`src/rpf_pkg.sv`:
```
package rpf_pkg;

    // ------------------------------------------------------------
    // Register map
    // ------------------------------------------------------------
    localparam int ADDR_W = 12;
    localparam logic [ADDR_W-1:0] CTRL_INDEX = 12'h004;
    localparam logic [ADDR_W-1:0] WIDTH_INDEX = 12'h005;
    localparam logic [ADDR_W-1:0] CTRL_ADDR = {CTRL_INDEX[ADDR_W-3:0], 2'h0};
    localparam logic [ADDR_W-1:0] WIDTH_ADDR = {WIDTH_INDEX[ADDR_W-3:0], 2'h0};

    // ------------------------------------------------------------
    // Fields and reset values
    // ------------------------------------------------------------
    localparam int SS_BIT = 2;
    localparam int RW_LSB = 0;
    localparam int RW_W = 2;
    localparam int FW_W = 5;
    localparam logic SS_RST = 1'h0;
    localparam logic [RW_W-1:0] RW_RST = 2'h0;
    localparam logic [FW_W-1:0] FW_RST = 5'h00;
    localparam logic [RW_W-1:0] RW_NONE = 2'h0;
    localparam logic [RW_W-1:0] RW_BUS = 2'h1;
    localparam logic [RW_W-1:0] RW_OSC = 2'h2;
    localparam int OSC_COUNT_DEFAULT = 3;
    localparam int SYNC_W = 3;

    // ------------------------------------------------------------
    // Types
    // ------------------------------------------------------------
    typedef enum logic [1:0] {SEL_NONE, SEL_BUS, SEL_OSC} rpf_sel_t;

    typedef struct packed {
        logic psel;
        logic penable;
        logic pwrite;
        logic [ADDR_W-1:0] paddr;
        logic [31:0] pwdata;
    } rpf_apb_req_t;

    typedef struct packed {
        logic [31:0] prdata;
        logic pready;
        logic pslverr;
    } rpf_apb_rsp_t;

    typedef struct packed {
        logic [SYNC_W-1:0] sync;
        logic pin_asserted;
        logic stop_ss;
        logic [RW_W-1:0] run_rw;
        logic [FW_W-1:0] fw;
        logic stop_d;
        logic filt_rst;
        logic [7:0] rdata;
        logic slverr;
    } rpf_state_t;

endpackage : rpf_pkg

```
`src/rpf_filter.sv`:
```
`timescale 1ns/10ps
module rpf_filter #(
    parameter int CW = 5
) (
    // Clock and reset
    input wire logic pclk,
    input wire logic presetn,
    // Control
    input wire logic clr,
    input wire logic tick,
    input wire logic [CW-1:0] limit,
    // Data
    input wire logic din,
    output logic dout,
    output logic [CW-1:0] cnt
);
    import rpf_pkg::*;

    if (CW < 1)
    begin : g_bad_cw
        $error("rpf_filter: CW must be at least 1.");
    end

    typedef struct packed {
        logic [CW-1:0] cnt;
        logic out;
    } rpf_filt_state_t;

    rpf_filt_state_t st;
    rpf_filt_state_t next_st;

    always_comb
    begin
        next_st = st;
        if (clr)
        begin
            next_st.cnt = '0;
            next_st.out = din;
        end
        else if (tick)
        begin
            // The output follows only after limit+1 ticks in a row on which din differs from it.
            if (din == st.out)
            begin
                next_st.cnt = '0;
            end
            else if (st.cnt == limit)
            begin
                next_st.out = din;
                next_st.cnt = '0;
            end
            else
            begin
                next_st.cnt = st.cnt + 1'b1;
            end
        end
    end

    always_ff @(posedge pclk or negedge presetn)
    begin
        if (!presetn)
        begin
            st <= '0;
        end
        else
        begin
            st <= next_st;
        end
    end

    assign dout = st.out;
    assign cnt = st.cnt;

    // ------------------------------------------------------------
    // Checks
    // ------------------------------------------------------------
    a_filt_clear: assert property (@(posedge pclk) disable iff (!presetn)
        clr |=> (cnt == '0) && (dout == $past(din)))
        else $error("Filter state not cleared.");

    a_filt_settle: assert property (@(posedge pclk) disable iff (!presetn)
        ($changed(dout) && !$past(clr)) |->
            ($past(tick) && ($past(cnt) == $past(limit)) && ($past(din) == dout)))
        else $error("Filter output changed before its count.");

endmodule : rpf_filter

```
`src/rpf_top.sv`:
```
`timescale 1ns/10ps
// How it works
// - Filter select bits reset only on power-on reset, survive every other reset.
// - Bus clock filter cleared when disabled and on entry to stop mode.
// - Oscillator filter cleared only when disabled or on warm reset, not by stop entry.
// - Stop select bit: 0 no filtering, 1 oscillator filter in stop modes.
// - Run select 00 none, 01 bus clock, 10 oscillator, 11 reserved.
// - Bus filter count equals width field plus one, 1 to 32.
// - Width field resets only on power-on reset.
// - Unused upper bits of both registers read zero and ignore writes.
module rpf_top #(
    parameter int OSC_COUNT = rpf_pkg::OSC_COUNT_DEFAULT
) (
    // Clock and power-on reset
    input wire logic pclk,
    input wire logic presetn,
    // Register bus
    input wire rpf_pkg::rpf_apb_req_t apb_req,
    output rpf_pkg::rpf_apb_rsp_t apb_rsp,
    // System state
    input wire logic warm_reset,
    input wire logic stop_mode,
    input wire logic osc_tick,
    // Reset pin and result
    input wire logic reset_pin_n,
    output logic filtered_reset
);
    import rpf_pkg::*;

    if (OSC_COUNT < 1 || OSC_COUNT > 32)
    begin : g_bad_osc
        $error("rpf_top: OSC_COUNT must lie in 1 to 32.");
    end

    // The oscillator count is fixed at build time, as no register selects it.
    localparam logic [FW_W-1:0] OSC_LIMIT = FW_W'(OSC_COUNT - 1);

    // ------------------------------------------------------------
    // Select decoding
    // ------------------------------------------------------------
    function automatic rpf_sel_t rpf_select(input logic stop, input logic ss,
                                            input logic [RW_W-1:0] rw);
        rpf_sel_t s;
        s = SEL_NONE;
        if (stop)
        begin
            s = ss ? SEL_OSC : SEL_NONE;
        end
        else if (rw == RW_BUS)
        begin
            s = SEL_BUS;
        end
        else if (rw == RW_OSC)
        begin
            s = SEL_OSC;
        end
        return s;
    endfunction : rpf_select

    rpf_state_t st;
    rpf_state_t next_st;
    rpf_sel_t sel;
    logic bus_clr;
    logic osc_clr;
    logic bus_out;
    logic osc_out;
    logic [FW_W-1:0] bus_cnt;
    logic [FW_W-1:0] osc_cnt;
    logic wr_access;

    assign sel = rpf_select(stop_mode, st.stop_ss, st.run_rw);
    // Stop entry flushes the bus filter since its clock is gated off there.
    assign bus_clr = (sel != SEL_BUS) || (stop_mode && !st.stop_d) || warm_reset;
    assign osc_clr = (sel != SEL_OSC) || warm_reset;
    assign wr_access = apb_req.psel && apb_req.penable && apb_req.pwrite && !st.slverr;

    // ------------------------------------------------------------
    // Next state
    // ------------------------------------------------------------
    always_comb
    begin
        next_st = st;
        next_st.sync = {st.sync[SYNC_W-2:0], ~reset_pin_n};
        if (st.sync[1] == st.sync[2])
        begin
            next_st.pin_asserted = st.sync[2];
        end
        next_st.stop_d = stop_mode;
        if (apb_req.psel && !apb_req.penable)
        begin
            if (apb_req.paddr == CTRL_ADDR)
            begin
                next_st.rdata = {5'h00, st.stop_ss, st.run_rw};
                next_st.slverr = 1'b0;
            end
            else if (apb_req.paddr == WIDTH_ADDR)
            begin
                next_st.rdata = {3'h0, st.fw};
                next_st.slverr = 1'b0;
            end
            else
            begin
                next_st.rdata = 8'h00;
                next_st.slverr = 1'b1;
            end
        end
        // Warm resets never reach the configuration; only presetn does.
        if (wr_access && apb_req.paddr == CTRL_ADDR)
        begin
            next_st.stop_ss = apb_req.pwdata[SS_BIT];
            next_st.run_rw = apb_req.pwdata[RW_LSB +: RW_W];
        end
        else if (wr_access && apb_req.paddr == WIDTH_ADDR)
        begin
            next_st.fw = apb_req.pwdata[FW_W-1:0];
        end
        case (sel)
            SEL_BUS: next_st.filt_rst = bus_out;
            SEL_OSC: next_st.filt_rst = osc_out;
            default: next_st.filt_rst = st.pin_asserted;
        endcase
    end

    always_ff @(posedge pclk or negedge presetn)
    begin
        if (!presetn)
        begin
            st <= '0;
            st.stop_ss <= SS_RST;
            st.run_rw <= RW_RST;
            st.fw <= FW_RST;
        end
        else
        begin
            st <= next_st;
        end
    end

    // ------------------------------------------------------------
    // Filters
    // ------------------------------------------------------------
    rpf_filter #(.CW(FW_W)) u_bus_filter (
        .pclk(pclk),
        .presetn(presetn),
        .clr(bus_clr),
        .tick(1'b1),
        .limit(st.fw),
        .din(st.pin_asserted),
        .dout(bus_out),
        .cnt(bus_cnt)
    );

    rpf_filter #(.CW(FW_W)) u_osc_filter (
        .pclk(pclk),
        .presetn(presetn),
        .clr(osc_clr),
        .tick(osc_tick),
        .limit(OSC_LIMIT),
        .din(st.pin_asserted),
        .dout(osc_out),
        .cnt(osc_cnt)
    );

    assign apb_rsp.prdata = {24'h000000, st.rdata};
    assign apb_rsp.pready = 1'b1;
    assign apb_rsp.pslverr = st.slverr;
    assign filtered_reset = st.filt_rst;

    // ------------------------------------------------------------
    // Checks
    // ------------------------------------------------------------
    a_ctrl_warm_keep: assert property (@(posedge pclk) disable iff (!presetn)
        (warm_reset && !wr_access) |=> ($stable(st.stop_ss) && $stable(st.run_rw)))
        else $error("Control select changed on warm reset.");

    a_width_warm_keep: assert property (@(posedge pclk) disable iff (!presetn)
        (warm_reset && !wr_access) |=> $stable(st.fw))
        else $error("Width field changed on warm reset.");

    a_ctrl_rsvd_zero: assert property (@(posedge pclk) disable iff (!presetn)
        (apb_req.psel && apb_req.penable && apb_req.paddr == CTRL_ADDR)
            |-> (apb_rsp.prdata[31:3] == 29'h0) && !apb_rsp.pslverr)
        else $error("Control reserved bits not zero.");

    a_width_rsvd_zero: assert property (@(posedge pclk) disable iff (!presetn)
        (apb_req.psel && apb_req.penable && apb_req.paddr == WIDTH_ADDR)
            |-> (apb_rsp.prdata[31:5] == 27'h0) && (apb_rsp.prdata[4:0] == st.fw))
        else $error("Width readback wrong.");

    a_bus_stop_clear: assert property (@(posedge pclk) disable iff (!presetn)
        (stop_mode && !st.stop_d) |=> (bus_cnt == '0))
        else $error("Bus filter kept state across stop entry.");

    a_osc_stop_hold: assert property (@(posedge pclk) disable iff (!presetn)
        ($rose(stop_mode) && sel == SEL_OSC && $past(sel) == SEL_OSC
            && !osc_tick && !warm_reset) |=> (osc_cnt == $past(osc_cnt)))
        else $error("Oscillator filter cleared by stop entry.");

    a_rw_rsvd_none: assert property (@(posedge pclk) disable iff (!presetn)
        (!stop_mode && st.run_rw == 2'h3) |=> (filtered_reset == $past(st.pin_asserted)))
        else $error("Reserved run select did not bypass.");

    a_stop_off_none: assert property (@(posedge pclk) disable iff (!presetn)
        (stop_mode && !st.stop_ss) |=> (filtered_reset == $past(st.pin_asserted)))
        else $error("Stop mode filtering not bypassed.");

    a_bus_width: assert property (@(posedge pclk) disable iff (!presetn)
        ($changed(bus_out) && !$past(bus_clr)) |-> ($past(bus_cnt) == $past(st.fw)))
        else $error("Bus filter width wrong.");

    a_osc_width: assert property (@(posedge pclk) disable iff (!presetn)
        ($changed(osc_out) && !$past(osc_clr))
            |-> ($past(osc_tick) && ($past(osc_cnt) == OSC_LIMIT)))
        else $error("Oscillator filter count wrong.");

    a_bus_off_clear: assert property (@(posedge pclk) disable iff (!presetn)
        (sel != SEL_BUS) |=> (bus_cnt == '0))
        else $error("Bus filter not cleared while disabled.");

    a_osc_off_clear: assert property (@(posedge pclk) disable iff (!presetn)
        (sel != SEL_OSC) |=> (osc_cnt == '0))
        else $error("Oscillator filter not cleared while disabled.");

endmodule : rpf_top

```
`config.mk`:
```
export PLATFORM = sky130hd
export DESIGN_NAME = rpf_top
export DESIGN_NICKNAME = d
export VERILOG_FILES = /design/src/rpf_pkg.sv /design/src/rpf_filter.sv /design/src/rpf_top.sv
export SDC_FILE = /design/constraint.sdc
export NUM_CORES = 1
export LEC_CHECK = 0
export BUFFER_PORTS_ARGS = -buffer_cell sky130_fd_sc_hd__buf_4
export CORE_MARGIN = 4
export CORE_UTILIZATION = 34
export DETAILED_ROUTE_END_ITERATION = 7
export MAX_ROUTING_LAYER = met4
export PLACE_DENSITY = 0.66
export SYNTH_ARGS = -nofsm -noshare
export SYNTH_HDL_FRONTEND = slang
export SYNTH_SLANG_ARGS = --single-unit
export TNS_END_PERCENT = 20
```
`constraint.sdc`:
```
create_clock -name pclk -period 1.8 [get_ports pclk]
set_clock_uncertainty 0.2 [all_clocks]
set_input_delay 0.27 -clock pclk [delete_from_list [all_inputs] [get_ports pclk]]
set_output_delay 0.27 -clock pclk [all_outputs]
set_load 0.02 [all_outputs]
```
== After elaboration in Yosys (flattened, before gate mapping) ==
Index checks and enable logic that the tools add are counted.

* Input port bits: 53
* Register bits after elaboration: 35
* Output and inout bits: 35

* $add $sub $neg: 2
* Reductions and logical operators: 19
* Eq/ne operators: 15
* Bitwise logic cells: 2
* Multiplexer cells: 18

{| class="wikitable"
|+ Operator list
! cell !! number
|-
| 6-bit 2-to-1 mux || 5
|-
| 12-bit by 5-bit == test with 1-bit output, second input constant || 2
|-
| 5-bit 2-to-1 mux || 4
|-
| 5-bit by 1-bit adder with 5-bit output, second input constant || 2
|-
| 2-bit 2-to-1 mux || 4
|-
| 1-bit logical AND || 7
|-
| 2-bit inequality test, second input constant || 3
|-
| 2-bit nonzero test || 3
|-
| 5-bit by 2-bit == test with 1-bit output, second input constant || 1
|-
| 5-bit == test || 1
|-
| 2-bit by 1-bit == test with 1-bit output, second input constant || 2
|-
| 2-bit == test, second input constant || 2
|-
| 1-bit 2-to-1 mux || 4
|-
| 2-bit AND reduction || 2
|-
| 1-bit == test || 3
|-
| 1-bit zero test || 3
|-
| 1-bit logical OR || 3
|-
| 3-bit AND reduction || 1
|-
| 2-bit by 1-bit inequality test with 1-bit output, second input constant || 1
|-
| 1-bit NOT || 2
|-
| 1-bit one-hot mux with 2 select lines || 1
|}

== Longest topological paths before layout ==
* Depth in word-level cells: 9
* Depth in mapped cells: 8
* Depth with buffers taken out: 8

== Cells and area by module ==
Synthesis repeated with hierarchy kept, for this count alone.

* Cells, all modules: 196
* Area, all modules: 2035.7 µm²

{| class="wikitable"
|+ By module, submodules not included
! module !! area each (µm²) !! sequential area each (µm²) !! cells each !! times used
|-
| rpf_top || 1187.4 || 500.5 || 106 || 1
|-
| rpf_filter || 424.2 || 150.1 || 45 || 2
|}

== Least setup slack after synthesis ==
No wires, ideal clock.

* Path kind: input to register
* From: in apb_req[42] (netlist name)
* To: reg st[11] (netlist name)
* Arrival time: 1953 ps
* Setup time: 125 ps
* Path slack: -478 ps
* Stages on the path: 5
* Cell sequence: or4_1 > or4_1 > or2_1 > buf_6 > mux2_4

* Word-level cells in the longest chain between the ends: 4
* Elaborated cells between the ends (all ways): 6
* Those cells by class: eq/ne (2); bitwise (1); reduce/logical (3)

{| class="wikitable"
|+ RTL lines
! what !! line !! RTL
|-
| start, declared || rpf_top.sv:18 || <nowiki>input wire rpf_pkg::rpf_apb_req_t apb_req,</nowiki>
|-
| 12-bit by 5-bit == test with 1-bit output || rpf_top.sv:108 || <nowiki>if (wr_access && apb_req.paddr == CTRL_ADDR)</nowiki>
|-
| 1-bit logical AND || rpf_top.sv:108 ||
|-
| 1-bit NOT (no source line) || -- ||
|-
| 2-bit AND reduction (no source line) * || -- ||
|-
| end signal, assigned || rpf_top.sv:135 || <nowiki>st <= next_st;</nowiki>
|-
| end, declared || rpf_top.sv:60 || <nowiki>rpf_state_t st;</nowiki>
|}

Every way passes the cells marked *; elsewhere a longest branch is shown, timed or not.
A chain may end at the register's enable or synchronous reset.

== Final worst setup path ==
* From: in apb_req[37] (netlist name)
* To: reg st[15] (netlist name)

Same word-level chain as after synthesis.

==> flow_summary_export.csv <==
group,metric,value,unit
timing,grt_setup_unrepaired,"yes",
synth,synth_edf_count,0,
synth,synth_top_area_share,0.448,
grt,globalRouteOverflowTotal,0,
synth,synth_ff_type,"dfrtp_1",
clock_tree,cts_tree,"done",
detailed_routing,initialDrtViolationCount,52,
worst_hold_path,hold_class,"in2reg",
clock_tree,clkTransAtPathRegs,0.07,ns
placed_design,place_ws,-0.643,ns
timing,min_period_over_period,1.12,
detailed_routing,dr.pass1.iters,4,
die,fp.dieW,80.5,µm
synth,ys_seq_area_frac,0.448,
run,max_cap_violations,0,
synth,yosysWarnings,0,
worst_setup_path,ff2ff_path_depth,9,
clock_tree,clockBufferDepth,2,
timing,tns,-2.49,ns
detailed_routing,routedWlPerCell,11.2,µm
timing,fin_ws,-0.225,ns
detailed_routing,wl,3230,µm
grt,grt_usage,0.114,
worst_setup_path,timing.rr.end,"u_osc_filter.cnt[3]",
timing,finalHoldViolCount,0,
status,status,"complete, but fails checks",
die,initial_core_util,0.350,
worst_hold_path,whs_endpoint,"st[13]",
grt,grt_start_max_net_pins,33,
cells_and_area,stdcell_area,2270,µm²
grt,antenna_found_initial,0,
worst_setup_path,cp.required,1.78,ns
synth,async_flop_share,1.00,
clock_tree,clk_latency,0.28,ns
synth,synth_area,1790,µm²
detailed_routing,antenna_left,0,
die,ios,88,
die,rows,26,
detailed_routing,vias_per_cell,4.23,
timing,hold_ws,0.0183,ns
detailed_routing,vias,1217,
clock_tree,cts_root_buffer,"clkbuf_8",
worst_setup_path,r2r-start,"st[16]",
die,die-height,80.5,µm
cells_and_area,nets,275,
worst_hold_path,hp-start,"apb_req[2]",
timing,fmaxAchievable,494,MHz
worst_setup_path,critPathMaxFanout,5,
synth,yosysMostFrequentCell,"buf_4",
worst_setup_path,cp_data_arrival_time,2.00,ns
synth,synth.area.top_cells,"dfrtp_1 (45%), buf_4 (14%), mux2_4 (4.2%), ha_1 (3.5%), xnor2_1 (3.4%)",
clock_tree,cts-buffers-inserted,5,
synth,ys_types,37,
worst_setup_path,ff2ff_setup_slack,-0.14,ns
pwr,power_density,699,nW/µm²
timing,setup_viol_count_final,18,
grt,grt_pass1_vias,1202,
synth,synth.avg_cell_area,10.4,µm²
timing,drv_slew,0,
pwr,leakagePower,0.00111,µW
worst_setup_path,critPathKind,"in2reg",
worst_setup_path,cp-end-kind,"flip-flop",
worst_setup_path,critPathLaunchType,"input pin",
synth,synthCells,171,
clock_tree,clock-sinks,32,
die,core-area,5110,µm²
synth,synth_common_cells,"buf_4 (34), dfrtp_1 (32), nand2_1 (10), nor2_1 (10), o21ai_0 (10)",
detailed_routing,drc,0,
status,violations,"negative setup slack",
pwr,vdd_drop_max,0.525,mV
cells_and_area,n_antenna_cell,0,
worst_hold_path,hold_depth,2,
timing,worst_pin_slew,0.486,ns
placed_design,port_buffers,32,
placed_design,dpl_cell_area,2030,µm²
cells_and_area,drive_above_1_share,0.353,
synth,synth_top_area_cell,"dfrtp_1",
placed_design,dp_hpwl,2470,µm
timing,layout_min_cycle_time,2.02,ns
cells_and_area,area_growth,27.3,%
placed_design,gp_congestion,0.780,
timing,slew_headroom,0.671,
synth,synth_seq_cells,32,
die,die_area,6470,µm²
clock_tree,htreeDepth,2,
grt,grt_first_pass_wirelength,5420,µm
final cells by class:
type / instances / area, µm²
Inverter: 9 / 33.8
Sequential cell: 32 / 801
Clock buffer: 5 / 68.8
Clock inverter: 3 / 42.5
Timing Repair Buffer: 49 / 395
Tap cell: 70 / 87.6
Multi-Input combinational cell: 120 / 845
Fill cell: 495 / 2830
worst max-delay path by stage:
stage / startpoint / endpoint / slack [ns] / cells after the start
2_1_floorplan: apb_req[37] / st[11] / -0.47 / 5
3_3_place_gp: apb_req[37] / st[12] / -0.62 / 5
3_5_place_dp: apb_req[37] / st[13] / -0.64 / 5
4_1_cts: apb_req[38] / st[13] / -0.26 / 5
5_1_grt: st[16] / u_osc_filter.cnt[3] / -0.26 / 9
6_report: apb_req[37] / st[15] / -0.22 / 5
logic make-up (layout without fill, tap and decap cells):
kind of cell / after synthesis / after routing / synth area share
xor+xnor: 10 / 10 / 0.0491
fa+ha+maj: 6 / 6 / 0.0406
buf+inv: 45 / 66 / 0.170
simple gates: 43 / 43 / 0.128
flops: 32 / 32 / 0.448
compound gates: 20 / 20 / 0.0694
mux: 13 / 13 / 0.0904
other cells: 2 / 28 / 0.00421
worst max-delay path, stage by stage:
cell and delay (ns):
buf_6 0.09, or4b_4 0.52, or4_4 0.53, or2_4 0.29
mux2_4 0.30
stage by stage:
step,instances,total power (µW),util
global route,288,1670,0.445
finish,288,1590,0.445
detailed placement,275,904,0.398
floorplan,197,880,-
global placement,275,901,0.398
CTS,286,1610,0.436
registers in the layout, summed over array words and instances (netlist names):
register	flops
apb_rsp	6
filtered_reset	1
next_st	2
st	11
u_bus_filter.cnt	5
u_bus_filter.dout	1
u_osc_filter.cnt	5
u_osc_filter.dout	1
routing by layer:
| metal | up-vias | wire length, µm | part of all wire | global-route usage |
|---|---|---|---|---|
| met5 | - | 0 | 0 | - |
| met4 | 0 | 67 | 0.021 | 0.0507 |
| met3 | 8 | 194 | 0.060 | 0.0336 |
| met2 | 38 | 1630 | 0.50 | 0.180 |
| met1 | 569 | 1340 | 0.41 | 0.134 |
| li1 | 602 | - | - | - |
timing repair:
item / in CTS / in global routing
setup buffers: 0 / 0
hold buffers: 3 / 2
resized for setup: 18 / 11
gates cloned: 0 / 0
pin swaps: 4 / 8
setup endpoints to repair: 23 / 27
endpoints found under the hold margin: 34 / 2
layout by cell type, fill, tap and decap left out, types with 2 or more instances in the layout:
| cell type | netlist | final |
|---|---|---|
| buf_4 | 34 | 40 |
| mux2i_1 | 3 | 3 |
| ha_1 | 5 | 4 |
| dfrtp_1 | 32 | 32 |
| nor3b_2 | 0 | 2 |
| buf_6 | 1 | 4 |
| a22o_1 | 3 | 3 |
| or4_4 | 0 | 2 |
| conb_1 | 2 | 28 |
| nor2_1 | 10 | 7 |
| mux2_2 | 5 | 4 |
| xor2_1 | 3 | 3 |
| o21ai_0 | 10 | 2 |
| nand3_1 | 5 | 5 |
| clkbuf_8 | 0 | 5 |
| nand2_1 | 10 | 9 |
| dlygate4sd3_1 | 0 | 5 |
| mux2_4 | 5 | 6 |
| nor2_2 | 0 | 2 |
| xnor2_1 | 7 | 7 |
| o21ai_1 | 0 | 8 |
| nand2b_1 | 3 | 3 |
| inv_1 | 9 | 9 |
power breakdown:
part	total [µW]	switching (µW)	leakage, µW	internal, µW
sequential	744	11.4	0.000424	733
clock	679	269	0.0000541	409
combinational	167	102	0.000637	64.9
total	1590	383	0.00111	1210
Power figures use the tool's default switching activity.
